===== src/hps_pkg.sv =====
// package: constants and carriers for the host port handshake block
//
// Functional notes
// host reads receive bytes only after full flag
// host writes transmit bytes only while empty
// host transmit bytes move into core receive register
// core-driven status readable by host any time
// host changes vector only while command clear
// host may cancel command; core may still run
// host never changes vector while clearing command
// init: set bit, poll clear, read status
// alternate init writes request enables with init
// host-side bits synchronized singly into core domain
// flag pair accepted only when two samples agree
package hps_pkg;
    // ------------------------------------------------------------
    // host-side register addresses (pin address bus)
    // ------------------------------------------------------------
    localparam logic [2:0] HA_CTRL = 3'h0; // interface_control_register
    localparam logic [2:0] HA_CMD = 3'h1; // command: host_command_bit + vector
    localparam logic [2:0] HA_STAT = 3'h2; // interface_status_register
    localparam logic [2:0] HA_HIGH = 3'h5; // byte high
    localparam logic [2:0] HA_MID = 3'h6; // byte middle
    localparam logic [2:0] HA_LOW = 3'h7; // byte low, completes a word
    // control register fields
    localparam int C_RECEIVE_REQUEST_ENABLE = 0; // receive_request_enable
    localparam int C_TRANSMIT_REQUEST_ENABLE = 1; // transmit_request_enable
    localparam int C_HOST_FLAG_ZERO = 3; // host_flag_zero
    localparam int C_HOST_FLAG_ONE = 4; // host_flag_one
    localparam int C_INIT = 7; // initialize bit
    // command register fields
    localparam int V_LSB = 0; // host_vector_field low bit
    localparam int V_W = 5; // vector width
    localparam int K_HOST_COMMAND_BIT = 7; // host_command_bit
    // status register fields
    localparam int S_RXF = 0; // receive_full_flag
    localparam int S_TXE = 1; // transmit_empty_flag
    localparam int S_TRANSMITTER_READY_FLAG = 2; // transmitter_ready_flag
    localparam int S_CF2 = 3; // core_flag_two
    localparam int S_CF3 = 4; // core_flag_three
    localparam int S_HOST_REQUEST_PIN = 7; // request pin asserted
    // ------------------------------------------------------------
    // core-side ahb register byte addresses
    // ------------------------------------------------------------
    localparam logic [7:0] CA_CTRL = 8'h00; // core flags, command ack
    localparam logic [7:0] CA_STAT = 8'h04; // core status
    localparam logic [7:0] CA_RX = 8'h08; // core_receive_register (pops)
    localparam logic [7:0] CA_TX = 8'h0c; // word to host receive bytes
    localparam int K_CF2 = 0; // core ctrl: core_flag_two
    localparam int K_CF3 = 1; // core ctrl: core_flag_three
    localparam int K_ACK = 8; // core ctrl: write one takes command
    // core status fields
    localparam int T_CORE_TRANSMIT_EMPTY_FLAG = 0; // core_transmit_empty_flag
    localparam int T_CORE_RECEIVE_FULL_FLAG = 1; // core_receive_full_flag
    localparam int T_COMMAND_PENDING_FLAG = 2; // command_pending_flag
    localparam int T_PAIR = 3; // agreed flag pair, two bits
    localparam int T_VEC = 8; // host_vector_field read directly, five bits
    localparam int WORD_W = 24; // host word width
    localparam int FIFO_D = 16; // transmit path depth
    localparam int NSYNC = 6; // host-side bits crossing to core
    // ------------------------------------------------------------
    // carriers
    // ------------------------------------------------------------
    typedef struct packed {
        logic cs_n;
        logic rd_n;
        logic wr_n;
        logic [2:0] addr;
        logic [7:0] data;
    } hps_pins_t; // sampled host pin group
    typedef struct packed {
        logic init;
        logic transmit_request_enable;
        logic receive_request_enable;
        logic host_flag_one;
        logic host_flag_zero;
        logic host_command_bit;
    } hps_hbits_t; // host-side bits seen by the core
endpackage


===== src/hps_top.sv =====
// design: host port synchronization and handshake, with transmit fifo

// ------------------------------------------------------------
// fifo
// ------------------------------------------------------------
module hps_fifo #(
    parameter int W = 8,
    parameter int D = 16
) (
    // clock and reset
    input wire logic clk_sys,
    input wire logic reset,
    // fill side
    input wire logic in_valid,
    output logic in_ready,
    input wire logic [W-1:0] in_data,
    // drain side
    output logic out_valid,
    input wire logic out_ready,
    output logic [W-1:0] out_data
);
    localparam int AW = $clog2(D);
    logic [W-1:0] mem_q [D]; // storage
    logic [AW-1:0] wp_q, wp_d, rp_q, rp_d; // pointers
    logic [AW:0] n_q, n_d; // fill count
    logic push, pop;
    // handshake terms
    always_comb begin
        in_ready = (n_q != (AW+1)'(D)); // room left
        out_valid = (n_q != '0);
        out_data = mem_q[rp_q];
        push = in_valid && in_ready;
        pop = out_valid && out_ready;
        wp_d = push ? wp_q + AW'(1) : wp_q;
        rp_d = pop ? rp_q + AW'(1) : rp_q;
        n_d = n_q + (AW+1)'(push) - (AW+1)'(pop);
    end
    // pointer registers
    always_ff @(posedge clk_sys or posedge reset) begin
        if (reset) begin
            wp_q <= '0;
            rp_q <= '0;
            n_q <= '0;
        end else begin
            wp_q <= wp_d;
            rp_q <= rp_d;
            n_q <= n_d;
        end
    end
    // storage write, no reset needed
    always_ff @(posedge clk_sys) begin
        if (push) begin
            mem_q[wp_q] <= in_data;
        end
    end
endmodule // hps_fifo

// ------------------------------------------------------------
// top
// ------------------------------------------------------------
module hps_top import hps_pkg::*; (
    // clock and reset
    input wire logic clk_sys,
    input wire logic reset,
    // ahb-lite slave
    input wire logic hsel,
    input wire logic [31:0] haddr,
    input wire logic [1:0] htrans,
    input wire logic hwrite,
    input wire logic [2:0] hsize,
    input wire logic [31:0] hwdata,
    input wire logic hready,
    output logic hreadyout,
    output logic hresp,
    output logic [31:0] hrdata,
    // host pins, asynchronous
    input wire logic host_cs_n,
    input wire logic host_rd_n,
    input wire logic host_wr_n,
    input wire logic [2:0] host_addr,
    input wire logic [7:0] host_data_in,
    output logic [7:0] host_data_out,
    output logic host_data_oe,
    output logic host_request_pin_n
);
    // ------------------------------------------------------------
    // state
    // ------------------------------------------------------------
    hps_pins_t pin1_q, pin2_q, pin3_q; // pin sync stages, then history
    logic [7:0] ctrl_q, ctrl_d; // interface_control_register
    logic host_command_bit_q, host_command_bit_d; // set by host, taken by core
    logic [V_W-1:0] host_vector_field_q, host_vector_field_d; // command vector
    logic [15:0] stage_q, stage_d; // high and middle transmit bytes
    logic [WORD_W-1:0] rxw_q, rxw_d; // host receive bytes
    logic rxf_q, rxf_d; // receive_full_flag
    logic cf2_q, cf2_d, cf3_q, cf3_d; // core flags to host
    hps_hbits_t hs1_q, hs2_q; // host bits into core domain
    logic [1:0] pair_q, pair_d; // agreed flag pair
    logic ap_q, ap_d; // ahb write pending data phase
    logic [7:0] apa_q, apa_d; // its byte address
    logic [31:0] rd_q, rd_d; // read data
    logic [7:0] dout_q, dout_d; // host read data
    logic oe_q, oe_d; // host data drive
    logic host_request_n_q, host_request_n_d; // request pin, active low
    // fifo and decode terms
    logic f_in_valid, f_in_ready, f_out_valid, f_out_ready;
    logic [WORD_W-1:0] f_in_data, f_out_data;
    logic wr_now, wr_was, rd_now, rd_was, a_take;
    logic [7:0] stat;
    hps_hbits_t hb;

    // ------------------------------------------------------------
    // transmit path buffer
    // ------------------------------------------------------------
    hps_fifo #(.W(WORD_W), .D(FIFO_D)) u_fifo (
        .clk_sys(clk_sys),
        .reset(reset),
        .in_valid(f_in_valid),
        .in_ready(f_in_ready),
        .in_data(f_in_data),
        .out_valid(f_out_valid),
        .out_ready(f_out_ready),
        .out_data(f_out_data)
    );

    // next-state logic for the whole port
    always_comb begin
        ctrl_d = ctrl_q;
        host_command_bit_d = host_command_bit_q;
        host_vector_field_d = host_vector_field_q;
        stage_d = stage_q;
        rxw_d = rxw_q;
        rxf_d = rxf_q;
        cf2_d = cf2_q;
        cf3_d = cf3_q;
        pair_d = pair_q;
        rd_d = rd_q;
        dout_d = dout_q;
        f_in_valid = 1'b0;
        f_out_ready = 1'b0;
        f_in_data = {stage_q, pin3_q.data};
        // synced strobe levels, current and one cycle back
        wr_now = !pin2_q.cs_n && !pin2_q.wr_n;
        wr_was = !pin3_q.cs_n && !pin3_q.wr_n;
        rd_now = !pin2_q.cs_n && !pin2_q.rd_n;
        rd_was = !pin3_q.cs_n && !pin3_q.rd_n;
        a_take = hsel && htrans[1] && hready;
        ap_d = a_take && hwrite;
        apa_d = a_take ? haddr[7:0] : apa_q;
        // host status byte, live core-side bits
        stat = '0;
        stat[S_RXF] = rxf_q;
        stat[S_TXE] = f_in_ready;
        stat[S_TRANSMITTER_READY_FLAG] = f_in_ready && !f_out_valid;
        stat[S_CF2] = cf2_q;
        stat[S_CF3] = cf3_q;
        stat[S_HOST_REQUEST_PIN] = !host_request_n_q;
        // init completes one cycle after it is seen
        if (ctrl_q[C_INIT]) begin
            ctrl_d[C_INIT] = 1'b0;
            stage_d = '0;
        end
        // host write ends: act on the settled address and data
        if (wr_was && !wr_now) begin
            unique case (pin3_q.addr)
                HA_CTRL: ctrl_d = pin3_q.data;
                HA_CMD: begin
                    // a cleared command bit cancels; core may already have it
                    host_command_bit_d = pin3_q.data[K_HOST_COMMAND_BIT];
                    host_vector_field_d = pin3_q.data[V_LSB +: V_W];
                end
                HA_HIGH: stage_d[15:8] = pin3_q.data;
                HA_MID: stage_d[7:0] = pin3_q.data;
                // low byte moves the word toward the core
                HA_LOW: f_in_valid = 1'b1;
                default: ;
            endcase
        end
        // host read starts: capture the addressed byte
        if (rd_now && !rd_was) begin
            unique case (pin2_q.addr)
                HA_CTRL: dout_d = ctrl_q;
                HA_CMD: dout_d = {host_command_bit_q, 2'h0, host_vector_field_q};
                HA_STAT: dout_d = stat;
                HA_HIGH: dout_d = rxw_q[23:16];
                HA_MID: dout_d = rxw_q[15:8];
                HA_LOW: dout_d = rxw_q[7:0];
                default: dout_d = '0;
            endcase
        end
        // low byte read done empties the receive bytes
        if (rd_was && !rd_now && pin3_q.addr == HA_LOW) begin
            rxf_d = 1'b0;
        end
        // init also empties the host receive side
        if (ctrl_q[C_INIT]) begin
            rxf_d = 1'b0;
        end
        oe_d = rd_now;
        // ahb write data phase
        if (ap_q) begin
            unique case (apa_q)
                CA_CTRL: begin
                    cf2_d = hwdata[K_CF2];
                    cf3_d = hwdata[K_CF3];
                end
                CA_TX: begin
                    rxw_d = hwdata[WORD_W-1:0];
                    rxf_d = 1'b1; // set wins over host clear
                end
                default: ;
            endcase
        end
        // core takes the command; a new host set the same cycle wins
        if (ap_q && apa_q == CA_CTRL && hwdata[K_ACK]) begin
            if (!(wr_was && !wr_now && pin3_q.addr == HA_CMD)) begin
                host_command_bit_d = 1'b0;
            end
        end
        // agree the flag pair only on two equal samples
        if ({hs2_q.host_flag_one, hs2_q.host_flag_zero}
                == {hb.host_flag_one, hb.host_flag_zero}) begin
            pair_d = {hs2_q.host_flag_one, hs2_q.host_flag_zero};
        end
        // ahb read, registered at the address phase
        if (a_take && !hwrite) begin
            rd_d = '0;
            unique case (haddr[7:0])
                CA_CTRL: rd_d[K_CF3:K_CF2] = {cf3_q, cf2_q};
                CA_STAT: begin
                    rd_d[T_CORE_TRANSMIT_EMPTY_FLAG] = !rxf_q;
                    rd_d[T_CORE_RECEIVE_FULL_FLAG] = f_out_valid;
                    rd_d[T_COMMAND_PENDING_FLAG] = hs2_q.host_command_bit;
                    rd_d[T_PAIR +: 2] = pair_q;
                    rd_d[T_VEC +: V_W] = host_vector_field_q;
                end
                CA_RX: begin
                    rd_d[WORD_W-1:0] = f_out_data;
                    f_out_ready = 1'b1;
                end
                default: ;
            endcase
        end
        // request pin follows the enables
        host_request_n_d = !((ctrl_q[C_RECEIVE_REQUEST_ENABLE] && rxf_q)
            || (ctrl_q[C_TRANSMIT_REQUEST_ENABLE] && f_in_ready));
    end

    // host-side bits gathered before their crossing stage
    always_comb begin
        hb.init = ctrl_q[C_INIT];
        hb.transmit_request_enable = ctrl_q[C_TRANSMIT_REQUEST_ENABLE];
        hb.receive_request_enable = ctrl_q[C_RECEIVE_REQUEST_ENABLE];
        hb.host_flag_one = ctrl_q[C_HOST_FLAG_ONE];
        hb.host_flag_zero = ctrl_q[C_HOST_FLAG_ZERO];
        hb.host_command_bit = host_command_bit_q;
    end

    // pin synchronizers and host-bit stages, each bit alone
    always_ff @(posedge clk_sys or posedge reset) begin
        if (reset) begin
            pin1_q <= '1;
            pin2_q <= '1;
            pin3_q <= '1;
            hs1_q <= '0;
            hs2_q <= '0;
        end else begin
            pin1_q <= {host_cs_n, host_rd_n, host_wr_n, host_addr, host_data_in};
            pin2_q <= pin1_q;
            pin3_q <= pin2_q;
            hs1_q <= hb;
            hs2_q <= hs1_q;
        end
    end

    // port state registers
    always_ff @(posedge clk_sys or posedge reset) begin
        if (reset) begin
            ctrl_q <= '0;
            host_command_bit_q <= 1'b0;
            host_vector_field_q <= '0;
            stage_q <= '0;
            rxw_q <= '0;
            rxf_q <= 1'b0;
            cf2_q <= 1'b0;
            cf3_q <= 1'b0;
            pair_q <= '0;
            ap_q <= 1'b0;
            apa_q <= '0;
            rd_q <= '0;
            dout_q <= '0;
            oe_q <= 1'b0;
            host_request_n_q <= 1'b1;
        end else begin
            ctrl_q <= ctrl_d;
            host_command_bit_q <= host_command_bit_d;
            host_vector_field_q <= host_vector_field_d;
            stage_q <= stage_d;
            rxw_q <= rxw_d;
            rxf_q <= rxf_d;
            cf2_q <= cf2_d;
            cf3_q <= cf3_d;
            pair_q <= pair_d;
            ap_q <= ap_d;
            apa_q <= apa_d;
            rd_q <= rd_d;
            dout_q <= dout_d;
            oe_q <= oe_d;
            host_request_n_q <= host_request_n_d;
        end
    end

    // bus and pin outputs from flops, except hreadyout and hresp which are constants
    always_comb begin
        hreadyout = 1'b1; // zero wait states
        hresp = 1'b0;
        hrdata = rd_q;
        host_data_out = dout_q;
        host_data_oe = oe_q;
        host_request_pin_n = host_request_n_q;
    end
endmodule // hps_top


===== config.mk =====
export PLATFORM = sky130hd
export DESIGN_NAME = hps_top
export DESIGN_NICKNAME = d
export VERILOG_FILES = /design/src/hps_pkg.sv /design/src/hps_top.sv
export SDC_FILE = /design/constraint.sdc
export NUM_CORES = 1
export LEC_CHECK = 0
export BUFFER_PORTS_ARGS = -buffer_cell sky130_fd_sc_hd__buf_2
export CORE_MARGIN = 10
export CORE_UTILIZATION = 55
export DETAILED_ROUTE_END_ITERATION = 10
export PLACE_DENSITY = 0.73
export SLEW_MARGIN = 25
export SYNTH_ARGS = -nofsm -noshare
export SYNTH_HDL_FRONTEND = slang
export SYNTH_SLANG_ARGS = --single-unit

===== constraint.sdc =====
create_clock -name clk_sys -period 11.8 [get_ports clk_sys]
set_clock_uncertainty 0.15 [all_clocks]
set_input_delay 2.36 -clock clk_sys [delete_from_list [all_inputs] [get_ports clk_sys]]
set_output_delay 2.36 -clock clk_sys [all_outputs]
set_load 0.03 [all_outputs]

==> results.md, run 1 <==
- The count of flip-flops with a built-in enable after synthesis is 384.
- The synthesized netlist devotes 2.926% of its cell area to compound gates.
- The critical path class is input pin to register.
- The switching portion of total power is 21.67%.
- Power comes to 0.004127 W.
- The number of antenna violations at the first check in global routing came to 0.
- In the post-synthesis netlist, the biggest area contributors are sky130_fd_sc_hd__edfxtp_1, sky130_fd_sc_hd__dfrtp_1, sky130_fd_sc_hd__mux4_2.
- The number of antenna cells inserted is 0.
- The total global routing track utilization is 19.38%.
- Multiplexer cells account for 16.09% of the synthesized area.
- The launching element type of the critical path is an input pin.
- In the final layout, the share of cells above drive strength 1 is between 30% and 40%.
- The number of clock sinks is around 550.
- Summed over all nets, the switching power comes to 0.0008941 W.
- The internal power contribution is 0.003232 W.
- The post-synth design cell area is 21,290 µm².
- The total number of yosys warnings is 0.
- Entering global routing, the biggest net connects 88 pins.
- The worst path required time is 12,150 ps.
- The share of total power in sequential cells is 55.1%.
- The top cell family by delay on the critical path is simple AND/OR/NAND/NOR gates.
- Measured along the y axis, the die boundary spans 216.8 µm.
- The final-report hold violation count came to 0.
- The post-layout net count is ~1,300.
- The largest fanout on the critical path is 5.
- The startpoint of the most critical setup path is haddr[1].
- The share of total power in the clock network is 40.0%.
- The slack of the worst reg-to-reg path is roughly 8400 ps.
- The maximum number of buffers from clock root to sink is 3.
- The synthesized netlist devotes 4.095% of its cell area to simple gates.
- Prior to clock tree synthesis, the placed netlist has a worst setup slack of 6627 ps.
- The clock reaches the later pin of the worst-skew pair after 600 ps.
- The wire length of the first global-routing pass is 68,830 µm.
- After routing the design area is between 20,000 and 25,000 µm².
- During placement, the flow inserted port buffers numbering 85.
- Buffers inserted during clock tree synthesis total 52.
- The critical path goes through buf_2 -> or4_4 -> nor4_4 -> ha_1 -> inv_1 -> ha_1 -> fa_1 -> a21oi_1 -> nor2_1 -> nor2_1 -> xnor2_1.
- The met2 demand-to-capacity share in global routing is 32.02%.
- sky130_fd_sc_hd__edfxtp_1 takes more of the synthesized area than any other cell.
- The first routing iteration left between 800 and 900 violations.
- The met1 routing resource usage after global routing is 25.76%.
- The global placer's final weighted congestion is 0.7670.
- Global routing finished with a remaining overflow of 0.
- Pin placement for this block handled 132 I/O pins.
- The cell with the biggest individual delay on the critical path is sky130_fd_sc_hd__or4_4.
- The cell with the most instances after synthesis is sky130_fd_sc_hd__edfxtp_1.
- The largest single stage delay on the critical path is 580 ps.
- The startpoint of the worst-slack reg-to-reg timing path is u_fifo.n_q[2]$_DFF_PP0_.
- The worst hold margin is 182.7 ps.
- In this run the most critical hold path is launched from hs1_q[1]$_DFF_PP0_.
- The unique cell type count in the Yosys netlist is 64.
- The post-synthesis cell count is roughly 1,100.
- The setup fix buffers added after clock tree synthesis is 0.
- The worst relative slew slack is 31.10%.
- The layout overhead on the synthesized area is 13.09%.
- After synthesis, the mean cell area works out to 19.18 µm².
- At the pin with the least slew margin, the transition time is between 1000 and 1500 ps.
- For this design the static power due to leakage is 8.531 nW.
- The H-tree was split into 2 levels.
- The number of routed nets with antenna violations is 0.
- The via count of the first global-routing pass is 11,200.
- After detailed routing, the number of vias per cell comes to 5.975.
- The power density over the cells is 171.4 nW/µm².
- In the routed design, unresolved DRC markers number 0.
- The adder-cell share of the synthesized area is less than 1%.
- The xor and xnor fraction of the mapped netlist area is 0.4936%.
- The sum of net half-perimeters after detailed placement is around 25,000 µm.
- The root buffer selected by CTS is sky130_fd_sc_hd__clkbuf_16.
- The core area is ~38,000 µm².
- The tightest min-delay check is of the register to register type.
- The number of maximum-capacitance constraint violations is 0.
- By area, the combinational part of the netlist is dominated by multiplexers.
- Summing the sequential cell areas from Yosys gives between 70% and 80% of the chip area.
- The post-cts sizing count is 0.
- After routing, the total negative slack on setup checks comes to 0 ps.
- The clock-pin slew reported for the worst setup and hold paths after clock tree synthesis is ~60 ps.
- The layer carrying the most global-route usage is met2.
- The arrival time at the worst endpoint is 4960 ps.
- Setup repair after global routing left no endpoint under its margin.
- The maximum vdd drop is approximately 0.00010 V.
- The number of hold buffers added after CTS is 0.
- Summing over every cut layer, the via total after detailed routing is 10,650.
- Static timing analysis puts the maximum clock frequency at 0.2169 GHz.
- The initial standard-cell utilization of the core is 55.36%.
- The top flip-flop cell by instance count after synthesis is sky130_fd_sc_hd__edfxtp_1.
- The overall routed net length is 45,100 µm.
- Global routing used roughly 4.0% of the available met3 tracks.
- The synthesis-stage register bit count is 547.
- The floorplan step defined a die boundary enclosing 46,990 µm².
- The final setup violation count is 0.
- After detailed placement, the total cell area comes to 22,330 µm².
- Summed over its instances, the top area cell type makes up 54.15% of the synthesized netlist area.
- The first detailed-routing pass ran for 5 iterations.
- Row generation in the floorplan step produced 72 rows.
- Sorting the synthesized cells by how often they occur yields sky130_fd_sc_hd__edfxtp_1, sky130_fd_sc_hd__dfrtp_1, sky130_fd_sc_hd__mux4_2.
- The final critical-path setup slack is 7190 ps.
- The final critical delay including setup and external delays is 4610 ps.
- Dividing the detail-routed wire length by the instance count gives 25.31 µm.
- The critical path endpoint category is a register.
- The ratio of final minimum period to clock period is 39.07%.
- Per report_power, the combinational group accounts for 4.9% of the total.
- Measured along the x axis, the die boundary spans 216.8 µm.
- The total count of max-transition violations in the final report is 0.
- The flow ran to the end, and the final reports show no timing, DRC or antenna violations.
- The number of buffers and inverters on the critical path is 2.
- The clock tree from TritonCTS is built.
- The share of synthesized flip-flops with an asynchronous set or reset is 29.80%.
==> layer usage <==
layer,vias up,share of wire [%]
li1,4620,-
met1,5659,41
met2,303,51
met3,65,6.2
met4,0,2.2
met5,-,0
==> flip-flops by register name, indices dropped and copies added, names as in the netlist, 6 cells and up <==
| register | count |
|---|---|
| u_fifo.mem_q | 384 |
| hrdata | 24 |
| rxw_q | 24 |
| stage_q | 16 |
| pin1_q | 14 |
| pin2_q | 14 |
| apa_q | 8 |
| ctrl_q | 8 |
| f_in_data | 8 |
| host_data_out | 8 |
| pin3_q | 6 |
==> cells in the final DEF (no fill, tap or decap), types with 5 or more instances in the layout <==
master,instances
sky130_fd_sc_hd__a21oi_1,7
sky130_fd_sc_hd__a22o_1,15
sky130_fd_sc_hd__a32o_1,5
sky130_fd_sc_hd__and4b_1,9
sky130_fd_sc_hd__buf_2,85
sky130_fd_sc_hd__buf_4,27
sky130_fd_sc_hd__clkbuf_1,17
sky130_fd_sc_hd__clkbuf_16,55
sky130_fd_sc_hd__clkbuf_8,11
sky130_fd_sc_hd__clkinv_1,7
sky130_fd_sc_hd__clkinv_2,7
sky130_fd_sc_hd__conb_1,10
sky130_fd_sc_hd__dfrtp_1,116
sky130_fd_sc_hd__dfstp_2,43
sky130_fd_sc_hd__edfxtp_1,384
sky130_fd_sc_hd__ha_1,11
sky130_fd_sc_hd__inv_1,18
sky130_fd_sc_hd__mux2_2,66
sky130_fd_sc_hd__mux2i_1,51
sky130_fd_sc_hd__mux4_2,96
sky130_fd_sc_hd__nand2_1,45
sky130_fd_sc_hd__nand3_1,32
sky130_fd_sc_hd__nand4_1,7
sky130_fd_sc_hd__nor2_1,16
sky130_fd_sc_hd__nor4b_1,5
sky130_fd_sc_hd__o211ai_1,6
sky130_fd_sc_hd__o21ai_0,23
sky130_fd_sc_hd__xnor2_1,7
sky130_fd_sc_hd__xor2_1,5
==> final cells by class <==
cell class,count,area (µm²)
flip-flops and latches,547,15670
fillers,2682,14390
multi-input cells,483,5280
clock buffers,83,1592
repair buffers,114,666.9
well taps,518,648.1
clock inverters,15,133.9
inverters,22,87.58
==> power by group through the flow <==
| stage | registers, W | logic [W] | clock network [W] |
|---|---|---|---|
| 2_1_floorplan | 0.00228 | 0.000141 | 0 |
| 3_3_place_gp | 0.00230 | 0.000195 | 0 |
| 3_5_place_dp | 0.00231 | 0.000203 | 0 |
| 4_1_cts | 0.00227 | 0.000205 | 0.00168 |
| 5_1_grt | 0.00229 | 0.000227 | 0.00176 |
| 6_report | 0.00227 | 0.000202 | 0.00165 |
==> through the flow <==
| step | cells | util [%] |
|---|---|---|
| 2_1_floorplan | 1118 | - |
| 4_1_cts | 1781 | 62.52 |
| 3_3_place_gp | 1683 | 58.04 |
| 3_5_place_dp | 1683 | 58.04 |
| 6_report | 1782 | 62.60 |
| 5_1_grt | 1782 | 62.60 |
==> path summary, 6_finish.rpt <==
path	end	depth (start not counted)
worst max-delay path	u_fifo.n_q[4]$_DFF_PP0_	11
max in group asynchronous	u_fifo.rp_q[2]$_DFFE_PP0P_	3
worst min-delay path	hs2_q[1]$_DFF_PP0_	0
min in group asynchronous	stage_q[2]$_DFF_PP0_	2
worst max register to register	u_fifo.mem_q[8][2]$_DFFE_PP_	7
worst min register to register	hs2_q[1]$_DFF_PP0_	0
==> logic make-up (layout without fill, tap and decap cells) <==
kind of cell | count (synthesis) | in the layout
flops | 547 | 547
buf+inv | 88 | 234
fa+ha+maj | 12 | 12
mux | 214 | 214
other cells | 2 | 10
xor+xnor | 12 | 12
simple gates | 150 | 150
compound gates | 85 | 85
Power figures use the tool's default switching activity.
==> run 2: changes to the inputs <==
Clock period 11.8 ns to 4.5 ns, I/O delays scaled along.
==> run 2 against run 1 <==
Against the previous run: critical endpoint unchanged; hold slack better by 18 ps; utilization up 0.59 points; combinational power grew to 2.7 times the previous value; clock power rose to 2.8 times the previous value; register-to-register slack worse by 7100 ps; die area unchanged; highest routed layer unchanged; first-iteration DRC count increased by 31%; global-route usage rose by 0.092 points; sequential share of layout area shrank 0.60 points; count of clock-buffer cells in the layout fell by 25; worst setup slack worse by 5900 ps.
==> results.md, run 2 (synthesized netlist as in run 1, its figures left out) <==
- The I/O pin count is between 100 and 150.
- Prior to clock tree synthesis, the placed netlist has a worst setup slack of around 720 ps.
- The sum of overflow across all layers after global routing is 0.
- Cells with a size suffix above 1 make up about a third of the layout.
- The worst-case IR drop observed on VDD is 0.0003191 V.
- The critical path starts at haddr[1].
- For this design the static power due to leakage is 8.612 nW.
- Buffers added to address setup during post-CTS repair amount to 0.
- Adding up every negative setup slack in the final design gives 0 ps.
- The worst path meets setup with ~1300 ps of slack.
- The net count of the finished layout is roughly 1,300.
- STA puts the critical path data required time at 4840 ps.
- The average wire per cell in the routed design is 25.30 µm.
- The register with the most flip-flops in the final layout is u_fifo.mem_q.
- The critical path endpoint category is a register.
- The die is between 200 and 250 µm wide.
- The source-to-sink clock delay at the later pin of the worst-skew pair is 580 ps.
- The count of buffers from port buffering is 85.
- The combinational cell fraction of total power is 4.9%.
- The number of antenna violations at the first check in global routing is 0.
- In this run the cell area measured after placement is 22,410 µm².
- The number of antenna cells inserted is 0.
- The pin count of the biggest net entering global routing is 130.
- The die extent in y is 216.8 µm.
- The floorplan step defined a core boundary enclosing 38,470 µm².
- Max-cap violations in this run came to 0.
- The startpoint of the worst-slack reg-to-reg timing path is u_fifo.n_q[3]$_DFF_PP0_.
- In this run the worst hold path is classified as register to register.
- The number of fill cells in the layout is ~2,600.
- The ratio of final minimum period to clock period is 71.23%.
- The DRC violation count after routing is 0.
- The flip-flop count of the largest register after layout is ~380.
- Internal power comes to 0.008737 W.
- The detailed-route vias per instance is 6.008.
- The routed length on met2 is approximately 23,000 µm.
- The post-cts sizing count is 0.
- Once the floorplan was initialized, standard cells occupied 55.36% of the core.
- The beginning of the worst hold path is pin1_q[8]$_DFF_PP1_.
- Buffers inserted during clock tree synthesis total 53.
- The power density over the cells is 459.0 nW/µm².
- The fmax is 0.3120 GHz.
- The final setup violation count is 0.
- The cell area after layout is 24,310 µm².
- The library cell used most frequently in the layout, excluding fill and tap cells, is sky130_fd_sc_hd__edfxtp_1.
- In this run the number of H-tree levels came out at 2.
- The sum of net half-perimeters after detailed placement is around 26,000 µm.
- The worst path in the final design needs a cycle of 3205 ps, including I/O delays and setup.
- By startpoint and endpoint, the worst setup path is classified as input pin to register.
- The wire length of the first global-routing pass is 69,410 µm.
- The first routing iteration left 1,057 violations.
- The floorplan row count is 72.
- The congestion estimate from routability-driven global placement came to 0.7600.
- The share of total power in sequential cells is 53.5%.
- The maximum number of buffers from clock root to sink is 3.
- The via count of the first global-routing pass is 11,150.
- After clock tree synthesis, the clock-pin slew on the worst setup and hold paths is roughly 60 ps.
- The run finished with clean final reports.
- Setup repair after global routing left no endpoint under its margin.
- The number of iterations in the first detailed-routing pass is 4.
- The length of routed wiring on met1 is around 18,000 µm.
- Data arrives at the worst endpoint at between 3000 and 4000 ps.
- For this design, the CTS-stage hold fixing added 0 buffers.
- The final layout contains routed wiring with a total length of 45,190 µm.
- Relative to the synthesized area, the layout overhead comes to 14.15%.
- On the final layout, the worst hold slack is 200.3 ps.
- Measured against its own limit, the worst slew margin works out to 32.47%.
- The detailed-routed wire length on met3 is 2736 µm.
- The slew of the pin with the lowest slew margin is 1013 ps.
- The share of total power in the clock network is 41.7%.
- The root buffer selected by CTS is sky130_fd_sc_hd__clkbuf_16.
- The highest routing layer actually used is met4.
- The area of the die is 46,990 µm².
- TritonCTS built the clock tree.
- In the global route stage, overall resource usage came out at about a fifth.
- Once detail routing completed, the nets flagged for antenna violations numbered 0.
- The total via count after detailed routing is 10,730.
- In this run switching power makes up 21.69% of total power.
- Along the worst path, the maximum fanout reaches 5.
- The total count of max-transition violations in the final report is 0.
- The final-report hold violation count came to 0.
- For this design the total switching power over the nets is between 0.002 and 0.0025 W.
- The number of clock sinks is 547.
- STA classifies the critical path startpoint as an input pin.
- In the layout the commonest cells are sky130_fd_sc_hd__edfxtp_1, sky130_fd_sc_hd__dfrtp_1, sky130_fd_sc_hd__mux4_2.
-- run 2: cell count changes in the layout (fill, tap and decap cells not counted), moves of 3 or more --
cell	before	now
sky130_fd_sc_hd__clkinv_1	7	11
sky130_fd_sc_hd__clkbuf_8	11	1
sky130_fd_sc_hd__clkinvlp_2	0	3
sky130_fd_sc_hd__clkinvlp_4	1	5
sky130_fd_sc_hd__buf_12	0	5
sky130_fd_sc_hd__bufinv_16	2	10
sky130_fd_sc_hd__clkinv_2	7	12
sky130_fd_sc_hd__clkbuf_1	17	3
-- run 2: area by class of cell --
| cell class | instances | area, µm² | area share, % |
|---|---|---|---|
| Timing Repair Buffer | 117 | 748.2 | 3.078 |
| Multi-Input combinational cell | 483 | 5285 | 21.74 |
| Tap cell | 518 | 648.1 | 2.666 |
| Clock buffer | 58 | 1376 | 5.662 |
| Inverter | 22 | 86.33 | 0.3552 |
| Clock inverter | 41 | 489.2 | 2.013 |
| Sequential cell | 547 | 15670 | 64.48 |
-- run 2: layer usage --
metal | GRT usage, % | vias to the layer above
li1 | - | 4635
met1 | 26.58 | 5679
met2 | 32.49 | 363
met3 | 2.982 | 54
met4 | 5.010 | 0
met5 | 0 | -
-- run 2: worst paths after layout --
path / endpoint / slack [ps] / cells after the start
min: pin2_q[8]$_DFF_PP1_ / 200 / 0
max in group asynchronous: u_fifo.rp_q[2]$_DFFE_PP0P_ / 3180 / 3
min in group asynchronous: pin1_q[6]$_DFF_PP1_ / 220 / 2
min reg2reg: pin2_q[8]$_DFF_PP1_ / 200 / 0
max reg2reg: u_fifo.mem_q[8][19]$_DFFE_PP_ / 1300 / 7
max: u_fifo.n_q[4]$_DFF_PP0_ / 1290 / 11
-- run 2: power groups by stage --
stage | combinational [W] | sequential, W | clock (W)
after global routing | 0.000605 | 0.00601 | 0.00495
after detailed placement | 0.000537 | 0.00606 | 0
after floorplan | 0.000371 | 0.00599 | 0
after CTS | 0.000546 | 0.00596 | 0.00473
after global placement | 0.000511 | 0.00604 | 0
final | 0.000543 | 0.00596 | 0.00465
-- run 2: per-stage QoR --
| step | std cells | total power, W | util [%] |
|---|---|---|---|
| 3_5_place_dp | 1686 | 0.006601 | 58.27 |
| 2_1_floorplan | 1118 | 0.006359 | - |
| 4_1_cts | 1785 | 0.01124 | 63.12 |
| 6_report | 1786 | 0.01116 | 63.19 |
| 3_3_place_gp | 1686 | 0.006554 | 58.26 |
| 5_1_grt | 1786 | 0.01156 | 63.19 |
-- run 2: critical path, cell delays in order --
cell,delay [ps]
sky130_fd_sc_hd__buf_2,110
sky130_fd_sc_hd__or4_4,590
sky130_fd_sc_hd__nor4_4,500
sky130_fd_sc_hd__ha_1,230
sky130_fd_sc_hd__inv_1,50
sky130_fd_sc_hd__ha_1,200
sky130_fd_sc_hd__fa_1,450
sky130_fd_sc_hd__a21oi_1,190
sky130_fd_sc_hd__nor2_1,60
sky130_fd_sc_hd__nor2_1,150
sky130_fd_sc_hd__xnor2_1,130
